<file path="src/hdl/pmd_pkg.sv">
// Operation
// - classification turns sense current into a class, readable in event and status
// - auto mode repeats detection until valid, then classifies and powers
// - in auto mode the class never blocks or alters power-on
// - strap high at power-up starts all ports in auto, low leaves host control
// - host may override the operating mode by register at any time
// - semi-auto detects and classifies continuously, updates registers, never powers itself
// - manual mode runs each requested function once per command, no autonomous moves
// - power-off mode stays unpowered, idle, and clears status and enable bits
// - a powered port below minimum load loses power and goes idle; auto mode returns it to detection
// - dc timer counts below 7.5 mA; timeout shuts port and sets fault flag
// - dc timer clears only after current stays above threshold 17% of dropout
// - after clearing, a new undercurrent restarts the count from zero
// - timeout length comes from a field of timing register 0x16
// - ac mode injects 110 Hz; high impedance runs timer; timeout shuts, flags
// - ac timer clears whenever impedance falls below the threshold
// - ac current is reported as dc equivalent of rectified probe current
// - two-wire interface is slave only, fast mode, at most 400 kHz
// - slave never holds the serial clock low
// - slave address is 20h plus a four-bit hardware setting
package pmd_pkg;
  localparam int NPORT = 4;
  localparam int CLK_MHZ = 100;
  localparam int TICK_US = 1000;
  localparam int TICK_CYCLES_DFLT = TICK_US * CLK_MHZ;
  localparam int DROPOUT_MS = 300;
  localparam int RECOVER_PCT = 17;
  localparam logic [7:0] RECOVER_TICKS =
    8'((DROPOUT_MS * RECOVER_PCT * 10 + TICK_US - 1) / TICK_US);
  localparam int UNLOAD_MS0 = 75;
  localparam int UNLOAD_MS1 = 150;
  localparam int UNLOAD_MS2 = 300;
  localparam int UNLOAD_MS3 = 600;
  localparam logic [9:0] UNLOAD_T0 = 10'(UNLOAD_MS0 * 1000 / TICK_US);
  localparam logic [9:0] UNLOAD_T1 = 10'(UNLOAD_MS1 * 1000 / TICK_US);
  localparam logic [9:0] UNLOAD_T2 = 10'(UNLOAD_MS2 * 1000 / TICK_US);
  localparam logic [9:0] UNLOAD_T3 = 10'(UNLOAD_MS3 * 1000 / TICK_US);
  localparam logic [6:0] SLAVE_BASE = 7'h20;
  localparam logic [7:0] REG_EVT = 8'h04;
  localparam logic [7:0] REG_FLT = 8'h06;
  localparam logic [7:0] REG_PSTAT = 8'h0c;
  localparam logic [7:0] REG_PWR = 8'h10;
  localparam logic [7:0] REG_MODE = 8'h12;
  localparam logic [7:0] REG_DISEN = 8'h13;
  localparam logic [7:0] REG_DCEN = 8'h14;
  localparam logic [7:0] REG_TCFG = 8'h16;
  localparam logic [7:0] REG_CMD = 8'h19;
  localparam int TCFG_UNLOAD_LSB = 0;

  typedef enum logic [1:0] {M_OFF, M_MAN, M_SEMI, M_AUTO} pmd_mode_e;
  typedef enum logic [1:0] {P_IDLE, P_DET, P_CLS, P_PWR} pmd_port_e;
  typedef enum logic [2:0] {I_IDLE, I_ADDR, I_AACK, I_WR, I_WACK, I_RD, I_RACK} pmd_i2c_e;

  function automatic logic [9:0] unload_limit(input logic [1:0] sel);
    case (sel)
      2'h0: return UNLOAD_T0;
      2'h1: return UNLOAD_T1;
      2'h2: return UNLOAD_T2;
      default: return UNLOAD_T3;
    endcase
  endfunction : unload_limit
endpackage : pmd_pkg

</file>
<file path="src/hdl/pmd_sync.sv">
`timescale 1ns/1ps
module pmd_sync #(
  parameter int W = 1
) (
  input wire logic clk_i,
  input wire logic rst_b_i,
  input wire logic [W-1:0] d_i,
  output logic [W-1:0] q_o
);
  typedef struct packed {
    logic [W-1:0] s1;
    logic [W-1:0] s2;
  } pmd_sync_s;
  pmd_sync_s r, n;
  always_comb begin
    n.s1 = d_i;
    n.s2 = r.s1;
  end
  always_ff @(posedge clk_i or negedge rst_b_i) begin
    if (!rst_b_i) r <= '0;
    else r <= n;
  end
  assign q_o = r.s2;
endmodule : pmd_sync

</file>
<file path="src/hdl/pmd_unload_timer.sv">
`timescale 1ns/1ps
module pmd_unload_timer (
  input wire logic clk_i,
  input wire logic rst_b_i,
  input wire logic tick_i,
  input wire logic armed_i,
  input wire logic ac_mode_i,
  input wire logic low_i,
  input wire logic [1:0] sel_i,
  output logic timeout_o
);
  import pmd_pkg::*;
  typedef struct packed {
    logic [9:0] cnt;
    logic [7:0] good;
    logic timeout;
  } pmd_tmr_s;
  pmd_tmr_s r, n;
  logic [9:0] lim;
  always_comb begin
    n = r;
    n.timeout = 1'b0;
    lim = unload_limit(sel_i);
    if (!armed_i) begin
      n.cnt = 10'h000;
      n.good = 8'h00;
    end else if (ac_mode_i && !low_i) begin
      n.cnt = 10'h000;
      n.good = 8'h00;
    end else if (tick_i) begin
      if (low_i) begin
        n.good = 8'h00;
        if (r.cnt + 10'h001 >= lim) begin
          n.timeout = 1'b1;
          n.cnt = 10'h000;
        end else begin
          n.cnt = r.cnt + 10'h001;
        end
      end else if (r.good + 8'h01 >= RECOVER_TICKS) begin
        n.cnt = 10'h000;
        n.good = 8'h00;
      end else begin
        n.good = r.good + 8'h01;
      end
    end
  end
  always_ff @(posedge clk_i or negedge rst_b_i) begin
    if (!rst_b_i) r <= '0;
    else r <= n;
  end
  assign timeout_o = r.timeout;
endmodule : pmd_unload_timer

</file>
<file path="src/hdl/pmd_port_ctrl.sv">
`timescale 1ns/1ps
module pmd_port_ctrl
  import pmd_pkg::*;
#(
  parameter int TICK_CYCLES = pmd_pkg::TICK_CYCLES_DFLT
) (
  input wire logic clk_i,
  input wire logic rst_b_i,
  input wire logic auto_strap_i,
  input wire logic [3:0] addr_sel_i,
  input wire logic serial_clock_i,
  input wire logic serial_data_input_pin_i,
  output logic serial_data_output_pin_o,
  output logic serial_data_output_pin_oe_o,
  input wire logic [3:0] det_done_i,
  input wire logic [3:0] det_ok_i,
  input wire logic [3:0] cls_done_i,
  input wire logic [11:0] cls_level_i,
  input wire logic [3:0] under_i,
  input wire logic [3:0] hiz_i,
  output logic [3:0] det_run_o,
  output logic [3:0] cls_run_o,
  output logic [3:0] power_en_o,
  output logic [3:0] sine_en_o,
  output logic [3:0] port_unload_fault_flag_o
);
  import pmd_pkg::*;

  typedef struct packed {
    logic [1:0] settle;
    logic strapped;
    logic scl_q;
    logic sda_q;
    pmd_i2c_e ist;
    logic [2:0] bit_cnt;
    logic done;
    logic [7:0] sh;
    logic [7:0] tx;
    logic rw;
    logic first;
    logic nack;
    logic oe;
    logic sdo;
    logic [7:0] ptr;
    logic [16:0] tick_cnt;
    logic tick;
    pmd_mode_e [3:0] mode;
    pmd_port_e [3:0] pst;
    logic [3:0] det_en;
    logic [3:0] cls_en;
    logic [3:0] dc_en;
    logic [3:0] ac_en;
    logic [7:0] tcfg;
    logic [3:0] det_evt;
    logic [3:0] cls_evt;
    logic [3:0] flt;
    logic [3:0] det_ok;
    logic [3:0] pwr;
    logic [3:0][2:0] cls;
    logic [3:0] det_q;
    logic [3:0] cls_q;
    logic [3:0] det_run;
    logic [3:0] cls_run;
    logic [3:0] sine;
  } pmd_top_s;

  function automatic logic [7:0] rd_reg(input pmd_top_s s, input logic [7:0] a);
    logic [7:0] v;
    v = 8'h00;
    case (a)
      REG_EVT: v = {s.cls_evt, s.det_evt};
      REG_FLT: v = {4'h0, s.flt};
      REG_PWR: v = {4'h0, s.pwr};
      REG_MODE: v = s.mode;
      REG_DISEN: v = {s.ac_en, s.dc_en};
      REG_DCEN: v = {s.cls_en, s.det_en};
      REG_TCFG: v = s.tcfg;
      default: begin
        for (int p = 0; p < NPORT; p++) begin
          if (a == REG_PSTAT + 8'(p)) begin
            v = {s.pwr[p], s.cls[p], 3'h0, s.det_ok[p]};
          end
        end
      end
    endcase
    return v;
  endfunction : rd_reg

  pmd_top_s r, n;
  logic [38:0] sy;
  logic [11:0] cls_lv;
  logic [3:0] hiz_s;
  logic [3:0] under_s;
  logic [3:0] cls_s;
  logic [3:0] ok_s;
  logic [3:0] det_s;
  logic sda_s;
  logic scl_s;
  logic [3:0] addr_s;
  logic auto_s;
  logic [3:0] to;
  logic wr;
  logic [7:0] wa;
  logic [7:0] wd;
  logic rise;
  logic fall;
  logic start;
  logic stop;
  logic [3:0] cmd_on;
  logic [3:0] cmd_off;
  logic [3:0] det_rise;
  logic [3:0] cls_rise;

  pmd_sync #(
    .W(39)
  ) u_sync (
    .clk_i(clk_i),
    .rst_b_i(rst_b_i),
    .d_i({auto_strap_i, addr_sel_i, serial_clock_i, serial_data_input_pin_i,
          det_done_i, det_ok_i, cls_done_i, under_i, hiz_i, cls_level_i}),
    .q_o(sy)
  );
  assign cls_lv = sy[11:0];
  assign hiz_s = sy[15:12];
  assign under_s = sy[19:16];
  assign cls_s = sy[23:20];
  assign ok_s = sy[27:24];
  assign det_s = sy[31:28];
  assign sda_s = sy[32];
  assign scl_s = sy[33];
  assign addr_s = sy[37:34];
  assign auto_s = sy[38];

  for (genvar p = 0; p < NPORT; p++) begin : g_tmr
    pmd_unload_timer u_tmr (
      .clk_i(clk_i),
      .rst_b_i(rst_b_i),
      .tick_i(r.tick),
      .armed_i(r.pwr[p] & (r.dc_en[p] | r.ac_en[p])),
      .ac_mode_i(r.ac_en[p]),
      .low_i(r.ac_en[p] ? hiz_s[p] : under_s[p]),
      .sel_i(r.tcfg[TCFG_UNLOAD_LSB +: 2]),
      .timeout_o(to[p])
    );
  end

  always_comb begin
    n = r;
    wr = 1'b0;
    wa = r.ptr;
    wd = r.sh;
    cmd_on = 4'h0;
    cmd_off = 4'h0;
    det_rise = det_s & ~r.det_q;
    cls_rise = cls_s & ~r.cls_q;
    n.det_q = det_s;
    n.cls_q = cls_s;
    n.sdo = 1'b0;
    // strap taken once the synchroniser has settled
    if (!r.strapped) begin
      if (r.settle == 2'h3) begin
        n.strapped = 1'b1;
        for (int p = 0; p < NPORT; p++) begin
          n.mode[p] = auto_s ? M_AUTO : M_MAN;
        end
        if (auto_s) begin
          n.det_en = 4'hf;
          n.cls_en = 4'hf;
          n.dc_en = 4'hf;
        end
      end else begin
        n.settle = r.settle + 2'h1;
      end
    end
    n.tick = r.tick_cnt == 17'(TICK_CYCLES - 1);
    n.tick_cnt = n.tick ? 17'h00000 : r.tick_cnt + 17'h00001;

    n.scl_q = scl_s;
    n.sda_q = sda_s;
    rise = scl_s & ~r.scl_q;
    fall = ~scl_s & r.scl_q;
    start = scl_s & r.scl_q & r.sda_q & ~sda_s;
    stop = scl_s & r.scl_q & ~r.sda_q & sda_s;
    if (stop) begin
      n.ist = I_IDLE;
      n.oe = 1'b0;
      n.ptr = 8'h00;
    end else if (start) begin
      n.ist = I_ADDR;
      n.bit_cnt = 3'h0;
      n.done = 1'b0;
      n.oe = 1'b0;
      n.first = 1'b1;
    end else begin
      case (r.ist)
        I_ADDR, I_WR: begin
          if (rise) begin
            n.sh = {r.sh[6:0], sda_s};
            n.bit_cnt = r.bit_cnt + 3'h1;
            n.done = r.bit_cnt == 3'h7;
          end else if (fall && r.done) begin
            n.done = 1'b0;
            n.bit_cnt = 3'h0;
            if (r.ist == I_ADDR) begin
              if (r.sh[7:1] == SLAVE_BASE + {3'h0, addr_s}) begin
                n.oe = 1'b1;
                n.rw = r.sh[0];
                n.ist = I_AACK;
              end else begin
                n.ist = I_IDLE;
              end
            end else begin
              n.oe = 1'b1;
              n.ist = I_WACK;
              if (r.first) begin
                n.ptr = r.sh;
                n.first = 1'b0;
              end else begin
                wr = 1'b1;
                n.ptr = r.ptr + 8'h01;
              end
            end
          end
        end
        I_AACK, I_RACK: begin
          if (rise) begin
            // own bits seen on the input
            n.nack = sda_s & (r.ist == I_RACK);
          end else if (fall) begin
            n.bit_cnt = 3'h0;
            if (r.ist == I_RACK && r.nack) begin
              n.oe = 1'b0;
              n.ist = I_IDLE;
            end else if (r.ist == I_RACK || r.rw) begin
              n.tx = rd_reg(r, r.ptr);
              n.oe = ~n.tx[7];
              n.ist = I_RD;
            end else begin
              n.oe = 1'b0;
              n.ist = I_WR;
            end
          end
        end
        I_WACK: begin
          if (fall) begin
            n.oe = 1'b0;
            n.ist = I_WR;
          end
        end
        I_RD: begin
          // data changes only after the master's falling edge
          if (fall) begin
            if (r.bit_cnt == 3'h7) begin
              n.oe = 1'b0;
              n.ist = I_RACK;
              n.ptr = r.ptr + 8'h01;
            end else begin
              n.tx = {r.tx[6:0], 1'b0};
              n.oe = ~r.tx[6];
              n.bit_cnt = r.bit_cnt + 3'h1;
            end
          end
        end
        default: n.ist = I_IDLE;
      endcase
    end

    // host writes land before hardware sets so a set wins
    if (wr) begin
      case (wa)
        REG_EVT: begin
          n.det_evt = r.det_evt & ~wd[3:0];
          n.cls_evt = r.cls_evt & ~wd[7:4];
        end
        REG_FLT: n.flt = r.flt & ~wd[3:0];
        REG_MODE: begin
          for (int p = 0; p < NPORT; p++) begin
            n.mode[p] = pmd_mode_e'(wd[2*p +: 2]);
          end
        end
        REG_DISEN: begin
          n.dc_en = wd[3:0];
          n.ac_en = wd[7:4];
        end
        REG_DCEN: begin
          n.det_en = wd[3:0];
          n.cls_en = wd[7:4];
        end
        REG_TCFG: n.tcfg = wd;
        REG_CMD: begin
          cmd_on = wd[3:0];
          cmd_off = wd[7:4];
        end
        default: ;
      endcase
    end

    for (int p = 0; p < NPORT; p++) begin
      case (r.pst[p])
        P_IDLE: begin
          if (r.mode[p] == M_AUTO || (r.mode[p] != M_OFF && r.det_en[p])) begin
            n.pst[p] = P_DET;
          end else if (r.mode[p] == M_MAN && r.cls_en[p]) begin
            n.pst[p] = P_CLS;
          end
        end
        P_DET: begin
          if (det_rise[p]) begin
            n.det_evt[p] = 1'b1;
            n.det_ok[p] = ok_s[p];
            if (r.mode[p] == M_MAN) begin
              n.det_en[p] = 1'b0;
              n.pst[p] = P_IDLE;
            end else if (ok_s[p] && (r.mode[p] == M_AUTO || r.cls_en[p])) begin
              n.pst[p] = P_CLS;
            end else begin
              n.pst[p] = P_IDLE;
            end
          end
        end
        P_CLS: begin
          if (cls_rise[p]) begin
            n.cls[p] = cls_lv[3*p +: 3];
            n.cls_evt[p] = 1'b1;
            n.pst[p] = (r.mode[p] == M_AUTO) ? P_PWR : P_IDLE;
            if (r.mode[p] == M_MAN) begin
              n.cls_en[p] = 1'b0;
            end
          end
        end
        P_PWR: begin
          if (to[p]) begin
            n.flt[p] = 1'b1;
            n.pst[p] = P_IDLE;
          end
        end
        default: n.pst[p] = P_IDLE;
      endcase
      if (cmd_off[p]) begin
        n.pst[p] = P_IDLE;
      end else if (cmd_on[p] && r.mode[p] != M_OFF) begin
        n.pst[p] = P_PWR;
      end
      if (n.mode[p] == M_OFF) begin
        n.pst[p] = P_IDLE;
        n.det_en[p] = 1'b0;
        n.cls_en[p] = 1'b0;
        n.dc_en[p] = 1'b0;
        n.ac_en[p] = 1'b0;
        n.det_evt[p] = 1'b0;
        n.cls_evt[p] = 1'b0;
        n.det_ok[p] = 1'b0;
        n.flt[p] = 1'b0;
        n.cls[p] = 3'h0;
      end
      n.pwr[p] = n.pst[p] == P_PWR;
      n.det_run[p] = n.pst[p] == P_DET;
      n.cls_run[p] = n.pst[p] == P_CLS;
      n.sine[p] = n.pwr[p] & n.ac_en[p];
    end
  end

  always_ff @(posedge clk_i or negedge rst_b_i) begin
    if (!rst_b_i) r <= '0;
    else r <= n;
  end

  assign serial_data_output_pin_o = r.sdo;
  assign serial_data_output_pin_oe_o = r.oe;
  assign det_run_o = r.det_run;
  assign cls_run_o = r.cls_run;
  assign power_en_o = r.pwr;
  assign sine_en_o = r.sine;
  assign port_unload_fault_flag_o = r.flt;

  for (genvar p = 0; p < NPORT; p++) begin : g_chk

  end
endmodule : pmd_port_ctrl

</file>
<file path="config.mk">
export PLATFORM = sky130hd
export DESIGN_NAME = pmd_port_ctrl
export DESIGN_NICKNAME = d
export VERILOG_FILES = /design/src/hdl/pmd_pkg.sv /design/src/hdl/pmd_sync.sv /design/src/hdl/pmd_unload_timer.sv /design/src/hdl/pmd_port_ctrl.sv
export SDC_FILE = /design/constraint.sdc
export NUM_CORES = 1
export LEC_CHECK = 0
export CORE_MARGIN = 10
export CORE_UTILIZATION = 60
export CTS_BUF_LIST = sky130_fd_sc_hd__clkbuf_2 sky130_fd_sc_hd__clkbuf_4 sky130_fd_sc_hd__clkbuf_8
export DETAILED_ROUTE_END_ITERATION = 6
export DONT_BUFFER_PORTS = 1
export HOLD_SLACK_MARGIN = 0.15
export PLACE_DENSITY_LB_ADDON = 0.15
export SETUP_SLACK_MARGIN = 0.1
export SYNTH_ARGS = -nofsm -noshare
export SYNTH_HDL_FRONTEND = slang
export SYNTH_SLANG_ARGS = --single-unit
</file>
<file path="constraint.sdc">
create_clock -name clk_i -period 7.7 [get_ports clk_i]
set_input_delay 0.77 -clock clk_i [delete_from_list [all_inputs] [get_ports clk_i]]
set_output_delay 0.77 -clock clk_i [all_outputs]
set_load 0.01 [all_outputs]
</file>
; ---- Word-level counts from Yosys, hierarchy flattened
; Cells that the tools add are included.
[classes]
n_addsub = 13
multipliers = 0
n_div = 0
order_cmp = 8
n_eq_ne = 91
n_shift = 0
muxes = 292
n_bitwise = 40
reduce_logical = 97
[ops]
columns = cell, n
row1 = 8-bit two-way mux, 32
row2 = 18-bit two-way mux, 12
row3 = 1-bit two-way mux, 135
row4 = 2-bit two-way mux, 46
row5 = 10-bit two-way mux, 8
row6 = 19-bit two-way mux, 4
row7 = 7-bit two-way mux, 9
row8 = 3-bit two-way mux, 20
row9 = 8-bit one-hot mux with 7 select lines, 1
row10 = "8-bit by 5-bit == test with 1-bit output, second input constant", 6
row11 = 2-bit nonzero test, 23
row12 = "2-bit == test, second input constant", 22
row13 = "4-bit inequality test, second input constant", 11
row14 = "10-bit by 1-bit adder with 10-bit output, second input constant", 4
row15 = "8-bit by 1-bit adder with 8-bit output, second input constant", 5
row16 = 10-bit >= comparator, 4
row17 = "3-bit inequality test, second input constant", 13
row18 = 12-bit two-way mux, 3
row19 = 36-bit two-way mux, 1
row20 = "8-bit by 4-bit == test with 1-bit output, second input constant", 4
row21 = "8-bit by 6-bit >= comparator with 1-bit output, second input constant", 4
row22 = 2-bit one-hot mux with 4 select lines, 4
row23 = 10-bit one-hot mux with 3 select lines, 1
row24 = 2-bit AND reduction, 14
row25 = other kinds (42), 155
[totals]
reg_bits = 303
latch_bits = 0
mem_bits_rw = 0
rom_bits = 0
inputBits = 41
output_inout_bits = 22
word_cells = 601
memories = 0

; ---- Longest topological paths before layout
; Gate-level depths: netlist of the first run.
[logic_depth]
depth_word = 21
mapped_depth = 12
mapped_depth_nobuf = 12

; ---- Modules after synthesis
; From an unflattened synthesis of the first run, not the netlist that was laid out.
[unflattened]
hier_cells = 1595
hier_area_um2 = 16299.4
[modules_own_cells]
columns = module, instances, cells_per_inst, area_per_inst_um2, seq_area_each_um2
row1 = pmd_port_ctrl, 1, 891, 8446.9, 3728.6
row2 = pmd_unload_timer at g_tmr[0].u_tmr ..., 2, 157, 1478.9, 475.5
row3 = pmd_sync, 1, 78, 1951.9, 1951.9
row4 = pmd_unload_timer at g_tmr[2].u_tmr, 1, 157, 1487.7, 475.5
row5 = pmd_unload_timer at g_tmr[3].u_tmr, 1, 155, 1455.1, 475.5

; ---- Least setup slack after synthesis of the first run
; No wires, ideal clock.
[synth_timing]
path_type = reg-to-reg
startpoint = register g_tmr[0].u_tmr.r[9] (netlist name)
endpoint = register g_tmr[0].u_tmr.r[9] (netlist name)
setup_time_ns = 0.067
arrival_time_ns = 2.807
required_ns = 7.633
setup_slack_ns = 4.826
path_stages_with_launch = 11
n_path_buf = 0
period_less_slack_ns = 2.874
cell_sequence = dfrtp_1 and3_1 nand3_1 nor2_1 nor2b_1 or2_2 ha_1 a2111oi_0 o211ai_1 a21oi_1 mux2_2
[synth_via]
elab_chain_len = 7
[synth_rtl]
columns = element, line
row1 = "start, declared", pmd_unload_timer.sv:18  ; pmd_tmr_s r, n;
row2 = "start signal, assigned", pmd_unload_timer.sv:49  ; else r <= n;
row3 = 10-bit by 1-bit adder with 10-bit output *, "pmd_unload_timer.sv:33, pmd_unload_timer.sv:37"
row4 = 10-bit >= comparator, pmd_unload_timer.sv:33  ; if (r.cnt + 10'h001 >= lim) begin
row5 = 10-bit two-way mux *, pmd_unload_timer.sv:33
row6 = 18-bit two-way mux *, pmd_unload_timer.sv:31  ; if (low_i) begin
row7 = 19-bit two-way mux *, pmd_unload_timer.sv:30  ; end else if (tick_i) begin
row8 = 18-bit two-way mux *, pmd_unload_timer.sv:27  ; end else if (ac_mode_i && !low_i) begin
row9 = 18-bit two-way mux *, pmd_unload_timer.sv:24  ; if (!armed_i) begin
; Mark *: on every way between the ends. The rest lies on a longest branch, timed or not. The select of a mux whose other input is x is not followed.
; A chain may end at the register's enable or synchronous reset.

; ---- Worst setup path after layout of the first run
[layout_timing]
startpoint = register g_tmr[0].u_tmr.r[9] (netlist name)
endpoint = register g_tmr[0].u_tmr.r[16] (netlist name)
; Same word-level chain as after synthesis.

==> run metrics, run 1 <==
status=finished with violations; failing checks=negative hold slack; multi-input logic area=7200 µm²; synthesized area per cell=10.2 µm²; IO Pins=63; Post-DP Area=15400 µm²; Starting Density=61.1%; Worst Path Max Fanout=10; die width=180 µm; Final Hold Fails=102; Layout area overhead=7.24%; endpoints failing setup=0; clock skew=27.4 ps; Rows=58; Top FF cell, synth=dfrtp_1; Rel. slew slack=19.8%; total core area=about 25000 µm²; most frequent cells in the layout=dfrtp_1, nand2_1, nor2_1; register area=7580 µm²; Hold WS=-105 ps; Post CTS Setup Buffer Count=0; # DRC=0; n_diodes=0; gr ovfl total=0; max_cap viols=0; via count of the routed design=11300; met3 wire len=roughly 2200 µm; Routed Antenna Nets=0; DR WL/cell=19.3 µm; PortBufs=0; # resized after CTS=0; Setup TNS Final=0 ps; Net Count, Synth=1623; hold crit path type=in2async; worst slew pin tran=1200 ps; Seq cells post-synth=303; H-tree depth=2; Non-Filler Instances=1854; critical path arrival=3930 ps; layout cells sized above 1=10.8%; WS Path Type=reg2reg; critical path endpoint category=register; Post-Place Cells=1763; global-route wire length before repair=58500 µm; routability cong.=0.947; TritonCTS Sinks=303; post-layout util=65.5%; initial antenna violation count=0; CTS tree=built; Worst Slack Setup Final=4280 ps; worst path required time=roughly 8200 ps; Leak=around 7.5 nW; largest net degree at the start of global routing=304; min cycle time layout=approximately 3400 ps; Place WS=4290 ps; vias in the first global route=11100; Async S/R FF share, synth=100%; routed length on met1=16200 µm; Netlist cell types=90; die area=32500 µm²; clk_lat worst skew=~600 ps; final slew viol count=0; post-detail-place hpwl=24900 µm; drt initial violations=825; final WL=35800 µm; die height=180 µm; Clock Path Buffers=3; Tcrit/Tclk final=roughly 44%; synthesized cell area=approximately 15000 µm²; Seq/Total Area, Yosys=49.2%; RSZ-0062 raised after global routing=no; Num CTS Buffers=51; GR Util All Layers=between 20% and 30%; 1st-pass router iterations=5; VDD IR-drop max=0.237 mV; Ys Warns=0; DR top layer=met4; post-route cell area=16500 µm²; power density cells=236 nW/µm²; Mapped Cells=1517; Layout Nets=1592; filler instances=2005; Via density=6.12; Power Total=slightly below 4 mW; FMAX=0.292 GHz; met2 wire length=16400 µm; worst reg2reg setup slack=roughly 4300 ps; EDFF count, synth=0; Worst-path clk slew=around 60 ps; commonest non-fill, non-tap cell in the layout=dfrtp_1; startpoint types=register; CTS root buf=clkbuf_8
[per-layer routing]
| metal | global-route usage [%] | vias up |
|---|---|---|
| met5 | 0 | - |
| met4 | 6.50 | 0 |
| met3 | 4.86 | 68 |
| met2 | 33.6 | 318 |
| met1 | 29.0 | 5548 |
| li1 | - | 5406 |
[final timing paths]
check	startpoint	end	cells after the start
setup / recovery	g_tmr[0].u_tmr.r[9]$_DFFE_PN0P_	g_tmr[0].u_tmr.r[16]$_DFFE_PN0P_	11
min in group clk_i	cls_level_i[10]	u_sync.n[10]$_DFF_PN0_	0
hold reg to reg	u_sync.n[11]$_DFF_PN0_	u_sync.q_o[11]$_DFF_PN0_	0
max in group asynchronous	rst_b_i	r[64]$_DFF_PN0_	0
setup reg to reg	g_tmr[0].u_tmr.r[9]$_DFFE_PN0P_	g_tmr[0].u_tmr.r[16]$_DFFE_PN0P_	11
hold / removal	rst_b_i	g_tmr[2].u_tmr.r[3]$_DFFE_PN0P_	0
[synth_stat cells (all sizes together), types with 7 or more instances]
master,count,area (µm²)
o21ai,80,400
a211oi,24,185
dfrtp,303,7580
a211o,10,87.6
mux2i,32,320
a21o,23,173
or3,14,87.6
or2,15,93.8
nand2,147,554
mux2,26,293
buf,45,303
nor3b,15,118
and2,19,119
nor2b,21,131
nand3,53,270
nor4,17,128
xor2,20,175
nor3,39,200
o31ai,7,57.6
clkbuf,44,166
nor2,125,469
inv,45,169
o211ai,10,75.1
ha,65,813
xnor2,18,158
and3,19,119
nand4,12,75.1
a32oi,10,87.6
nand2b,25,156
a22o,29,254
a21oi,72,360
nand3b,11,95.1
a2111oi,14,198
a31oi,11,68.8
[report_power, final]
| group | switching (mW) | internal, mW |
|---|---|---|
| Clock | 0.659 | 0.900 |
| Combinational | 0.232 | 0.193 |
| Sequential | 0.182 | 1.74 |
[state kept, by name, indices dropped and copies added (netlist names)]
signal and flops:
wd 8, g_tmr.u_tmr.timeout_o 4, det_run_o 4, g_tmr.u_tmr.r 72
r 112, u_sync.q_o 39, wa 8, power_en_o 4
cls_run_o 4, sine_en_o 4, u_sync.n 39, serial_data_output_pin_oe_o 1
port_unload_fault_flag_o 4
[worst max-delay path, cell delays in order, from the launching register on]
cell and delay (ps):
dfrtp_1 420, and3_1 180, nand3_1 140, nor2_1 170, nor2b_1 80, or2_2 300, ha_1 300, a2111oi_0 580
o211ai_1 290, a21oi_1 630, o21ai_0 190, nand2_1 100
[area by class of cell]
| class | count | share of cell area, % |
|---|---|---|
| multi-input cells | 1080 | 43.5 |
| well taps | 330 | 2.50 |
| flip-flops and latches | 303 | 45.8 |
| clock buffers | 72 | 5.73 |
| inverters | 45 | 1.02 |
| repair buffers | 5 | 0.227 |
| clock inverters | 19 | 1.14 |
[kinds of logic after synthesis]
| kind of cell | Yosys count | synth area share, % |
|---|---|---|
| buf+inv | 134 | 4.14 |
| simple gates | 559 | 18.7 |
| other cells | 1 | 0.0243 |
| mux | 58 | 3.98 |
| xor+xnor | 38 | 2.16 |
| fa+ha+maj | 66 | 5.34 |
| flops | 303 | 49.2 |
| compound gates | 358 | 16.5 |
Note: power is estimated with default switching activity, not from simulation.
==> inputs of run 2 (changes only) <==
==> constraint.sdc (replaced) <==
create_clock -name clk_i -period 2.8 [get_ports clk_i]
set_input_delay 0.28 -clock clk_i [delete_from_list [all_inputs] [get_ports clk_i]]
set_output_delay 0.28 -clock clk_i [all_outputs]
set_load 0.01 [all_outputs]
==> run metrics, run 2 (same netlist as run 1, synthesis figures left out) <==
worst path required time=3270 ps; multi-input logic area=between 7000 and 8000 µm²; FMAX=0.369 GHz; n_diodes=0; startpoint types=register; global-route wire length before repair=61100 µm; TritonCTS Sinks=303; layout cells sized above 1=18.5%; Tcrit/Tclk final=96.7%; hold-fix buffers at CTS=39; vias in the first global route=11700; Worst path slowest cell=dfrtp_2; commonest non-fill, non-tap cell in the layout=dfrtp_1; Final Hold Fails=303; WS Path Type=reg2reg; CTS tree=built; largest net degree at the start of global routing=304; reg2reg path depth=12; min cycle time layout=between 2000 and 3000 ps; status=finished with violations; reg2reg start=g_tmr[3].u_tmr.r[10]$_DFFE_PN0P_; Worst-path clk slew=70 ps; Biggest register=r; failing checks=negative hold slack; gr ovfl total=0; Power Total=approximately 11 mW; initial antenna violation count=1; RSZ-0062 raised after global routing=yes; worst reg2reg setup slack=90 ps; top flop regs=r (112), g_tmr.u_tmr.r (72); Layout Nets=1713; worst slew pin tran=1020 ps; Worst Slack Setup Final=93.4 ps; max_cap viols=0; Clock Path Buffers=3; CTS root buf=clkbuf_8; final slew viol count=0; drt initial violations=slightly above 1000; critical path's most frequent cell=nand3_2; register area=roughly 7600 µm²; Layout area overhead=16.1%; crit-path max cell delay=420 ps; Via density=6.11; die height=180 µm; die area=32500 µm²; Rows=58; power density cells=602 nW/µm²; # DRC=0; Rel. slew slack=31.5%; H-tree depth=2; critical path endpoint category=register; post-detail-place hpwl=25800 µm; critical-path cell list=nand3_2 -> nor2_4 -> nand3_2 -> and2_4 -> or2_4 -> ha_4 -> nand4_1 -> a21oi_2 -> nor3_4 -> o21bai_4 -> inv_2 -> a221o_1; IO Pins=63; PortBufs=0; Starting Density=between 60% and 70%; filler instances=around 1800; R2R Path End=g_tmr[3].u_tmr.r[14]$_DFFE_PN0P_; die width=between 150 and 200 µm; via count of the routed design=approximately 12000; clock skew=15.0 ps; Hold WS=-605 ps; Leak=8.09 nW; VDD IR-drop max=0.451 mV; endpoints failing setup=0; clk_lat worst skew=590 ps; max FFs per register=112; critical path arrival=3170 ps; GR Util All Layers=22.4%; Place WS=-70.1 ps; routability cong.=0.960; final WL=38000 µm; 1st-pass router iterations=7; most frequent cells in the layout=dfrtp_1, nand2_1, nor2_1; Num CTS Buffers=52; Worst Path Max Fanout=6; DR WL/cell=about 19 µm; hold crit path type=in2async; Routed Antenna Nets=0; total core area=between 20000 and 30000 µm²
[run 2: changes by cell type in the layout (fill, tap and decap cells not counted), sizes merged]
| cell | previous run | this run |
|---|---|---|
| inv | 48 | 47 |
| clkinv | 11 | 8 |
| bufinv | 3 | 2 |
| clkinvlp | 2 | 4 |
| buf | 5 | 86 |
| clkbuf | 72 | 77 |
| dlygate4sd3 | 0 | 39 |
[run 2: repair_timing]
item                       CTS  global route
hold endpoints to repair   342           303
pin swaps                    8            24
resized for setup           17            63
setup endpoints to repair   24            45
buffers inserted             0             6
[run 2: critical path: cells and delay by family (launching register included)]
kind	cells	cell delay, ps
buffers and inverters	1	100
flip-flops	1	420
adder cells (fa/ha/maj)	1	280
AO/OA/AOI/OAI	3	820
AND/OR/NAND/NOR	7	980
[run 2: worst max path at each step]
stage	from	endpoint	slack [ps]
2_1_floorplan	g_tmr[3].u_tmr.r[11]$_DFFE_PN0P_	g_tmr[3].u_tmr.r[14]$_DFFE_PN0P_	120
3_3_place_gp	g_tmr[3].u_tmr.r[10]$_DFFE_PN0P_	g_tmr[3].u_tmr.r[11]$_DFFE_PN0P_	80
3_5_place_dp	g_tmr[0].u_tmr.r[9]$_DFFE_PN0P_	g_tmr[0].u_tmr.r[11]$_DFFE_PN0P_	-70
4_1_cts	g_tmr[3].u_tmr.r[10]$_DFFE_PN0P_	g_tmr[3].u_tmr.r[11]$_DFFE_PN0P_	50
5_1_grt	g_tmr[3].u_tmr.r[10]$_DFFE_PN0P_	g_tmr[3].u_tmr.r[14]$_DFFE_PN0P_	-6
6_report	g_tmr[3].u_tmr.r[10]$_DFFE_PN0P_	g_tmr[3].u_tmr.r[14]$_DFFE_PN0P_	90
[run 2: through the flow]
| step | area [µm²] | util, % | setup TNS, ps | cells |
|---|---|---|---|---|
| floorplan | 15400 | - | 0 | 1517 |
| global placement | 16000 | 63.3 | 0 | 1838 |
| detailed placement | 16000 | 63.3 | -262 | 1838 |
| CTS | 17600 | 69.6 | 0 | 1970 |
| global route | 17900 | 70.9 | -10.9 | 1976 |
| finish | 17900 | 70.9 | 0 | 1976 |
[run 2: per-layer routing]
metal | vias to the layer above | track usage [%] | share of wire, %
met1 | 5852 | 29.9 | 43
met3 | 92 | 5.42 | 7.6
met4 | 0 | 7.91 | 3.2
li1 | 5647 | - | -
met2 | 479 | 34.9 | 46
met5 | - | 0 | 0
[run 2: area by class of cell]
type | count | share of cell area, %
repair buffers | 125 | 5.92
clock buffers | 77 | 5.36
well taps | 330 | 2.31
clock inverters | 16 | 0.859
multi-input cells | 1080 | 42.2
inverters | 45 | 0.943
flip-flops and latches | 303 | 42.4
[run 2: power by group]
part | switching (mW) | total [mW] | internal, mW
Combinational | 0.681 | 1.28 | 0.598
Sequential | 0.481 | 5.28 | 4.79
Clock | 1.83 | 4.23 | 2.40
Total | 2.99 | 10.8 | 7.79
==> inputs of run 3 (changes only) <==
--- a/config.mk
+++ b/config.mk
@@ -13,6 +13,7 @@
 export HOLD_SLACK_MARGIN = 0.15
 export PLACE_DENSITY_LB_ADDON = 0.15
 export SETUP_SLACK_MARGIN = 0.1
+export SLEW_MARGIN = 25
 export SYNTH_ARGS = -nofsm -noshare
 export SYNTH_HDL_FRONTEND = slang
 export SYNTH_SLANG_ARGS = --single-unit
==> constraint.sdc (replaced) <==
create_clock -name clk_i -period 2.8 [get_ports clk_i]
set_input_delay 0.42 -clock clk_i [delete_from_list [all_inputs] [get_ports clk_i]]
set_output_delay 0.42 -clock clk_i [all_outputs]
set_load 0.01 [all_outputs]
==> run metrics, run 3 (same netlist as run 1, synthesis figures left out) <==
status=finished with violations; failing checks=negative hold slack; post-route cell area=17900 µm²; CTS tree=built; Largest delay share family, worst path=simple AND/OR/NAND/NOR gates; largest net degree at the start of global routing=304; 1st-pass router iterations=5; VDD IR-drop max=between 0.4 and 0.5 mV; die width=180 µm; Bufs and invs on worst path=2; Layout area overhead=16.1%; DR WL/cell=19.3 µm; RSZ-0062 raised after global routing=yes; hold-fix buffers at CTS=39; Worst-path clk slew=about 70 ps; Rows=58; total core area=25300 µm²; H-tree depth=2; Post-DP Area=16000 µm²; TritonCTS Sinks=approximately 300; via count of the routed design=12100; Routed Antenna Nets=0; FMAX=0.369 GHz; PortBufs=0; layout cells sized above 1=18.5%; die area=32500 µm²; switching share of power=between 20 and 30%; clock skew=15.8 ps; Post-Place Cells=1838; min cycle time layout=2710 ps; Starting Density=61.1%; Int Pwr=7.79 mW; commonest non-fill, non-tap cell in the layout=dfrtp_1; final slew viol count=0; crit-path max cell delay=410 ps; most frequent cells in the layout=dfrtp_1, nand2_1, nor2_1; Clock Path Buffers=3; Clk pwr share=39.2%; Layout Nets=1713; final WL=38000 µm; routability cong.=0.960; Worst Path Max Fanout=6; power density cells=between 600 and 700 nW/µm²; Biggest register=r; Non-Filler Instances=1976; die height=180 µm; hold crit path type=in2async; Gate power share=11.9%; WS Path Type=reg2reg; # DRC=0; post-detail-place hpwl=roughly 26000 µm; Leak=8.09 nW; worst path required time=3270 ps; Final Hold Fails=around 300; Place WS=-70.1 ps; max_cap viols=0; vias in the first global route=11700; GR Util All Layers=22.4%; initial antenna violation count=1; Num CTS Buffers=52; clk_lat worst skew=just under 600 ps; worst slew pin tran=between 700 and 800 ps; critical-path cell list=nand3_2 -> nor2_4 -> nand3_2 -> buf_6 -> or3_4 -> nand2_4 -> ha_4 -> nand4_1 -> a21oi_2 -> nor3_4 -> o21bai_4 -> inv_2 -> a221o_1; Via density=6.10; Worst Slack Setup Final=around 90 ps; gr ovfl total=0; Hold WS=-466 ps; Worst path slowest cell=dfrtp_2; global-route wire length before repair=61100 µm; Reg power frac=48.9%; critical path arrival=3180 ps; Tcrit/Tclk final=96.8%; drt initial violations=1119; CTS root buf=clkbuf_8; critical path's most frequent cell=nand3_2; max FFs per register=112; n_diodes=0; top flop regs=r (112), g_tmr.u_tmr.r (72); IO Pins=63; startpoint types=register; Sw Pwr=roughly 3.0 mW; endpoints failing setup=0; critical path endpoint category=register; Rel. slew slack=a little over half
-- run 3: cell types whose count changed in the layout (fill, tap and decap cells not counted) --
cell,delta
nor3_1,-1
nor3_2,+1
-- run 3: cell type report --
type / count / area (µm²)
inverters: 45 / 169
well taps: 330 / 413
flip-flops and latches: 303 / 7590
multi-input cells: 1080 / 7570
clock inverters: 16 / 154
fillers: 1826 / 7340
clock buffers: 77 / 960
repair buffers: 125 / 1060
-- run 3: per-layer routing --
metal	track usage (%)	share of wire, %	vias to the layer above	wire length, µm
met4	7.91	3.1	0	1170
li1	-	-	5645	-
met2	34.9	46	454	17500
met1	29.9	43	5868	16400
met3	5.42	7.8	87	2970
met5	0	0	-	0
-- run 3: final timing paths --
path / start / endpoint / slack, ps / cells after the start
setup / recovery: g_tmr[3].u_tmr.r[10]$_DFFE_PN0P_ / g_tmr[3].u_tmr.r[14]$_DFFE_PN0P_ / 90 / 13
hold / removal: rst_b_i / g_tmr[2].u_tmr.r[18]$_DFFE_PN0P_ / -470 / 0
setup reg to reg: g_tmr[3].u_tmr.r[10]$_DFFE_PN0P_ / g_tmr[3].u_tmr.r[14]$_DFFE_PN0P_ / 90 / 13
hold reg to reg: u_sync.n[12]$_DFF_PN0_ / u_sync.q_o[12]$_DFF_PN0_ / 350 / 0
max in group asynchronous: rst_b_i / g_tmr[0].u_tmr.r[1]$_DFFE_PN0P_ / 2760 / 0
min in group clk_i: u_sync.n[12]$_DFF_PN0_ / u_sync.q_o[12]$_DFF_PN0_ / 350 / 0
-- run 3: worst reg2reg max path, stage by stage (launching register included) --
cell	delay (ps)
dfrtp_2	410
nand3_2	110
nor2_4	140
nand3_2	100
buf_6	150
or3_4	350
nand2_4	80
ha_4	140
nand4_1	120
a21oi_2	220
nor3_4	70
o21bai_4	260
inv_2	100
a221o_1	360
-- run 3: what timing repair did --
action / 4_1_cts / 5_1_grt
endpoints found under the hold margin: 342 / 303
pin swaps: 8 / 24
setup buffers: 0 / 6
resized for setup: 17 / 63
endpoints found under the setup margin: 24 / 45
-- run 3: through the flow --
step                util (%)  TNS (ps)  power [mW]
floorplan                  -         0        6.20
global placement        63.3         0        6.51
detailed placement      63.3      -262        6.55
CTS                     69.6         0        10.8
global route            70.9     -10.8        11.3
finish                  70.9         0        10.8
-- run 3: power groups by stage --
stage / clock, mW / sequential (mW) / combinational [mW]
after detailed placement: 0 / 5.34 / 1.21
after floorplan: 0 / 5.07 / 1.13
after global routing: 4.52 / 5.32 / 1.41
after global placement: 0 / 5.33 / 1.18
final: 4.23 / 5.27 / 1.28
after CTS: 4.31 / 5.27 / 1.26
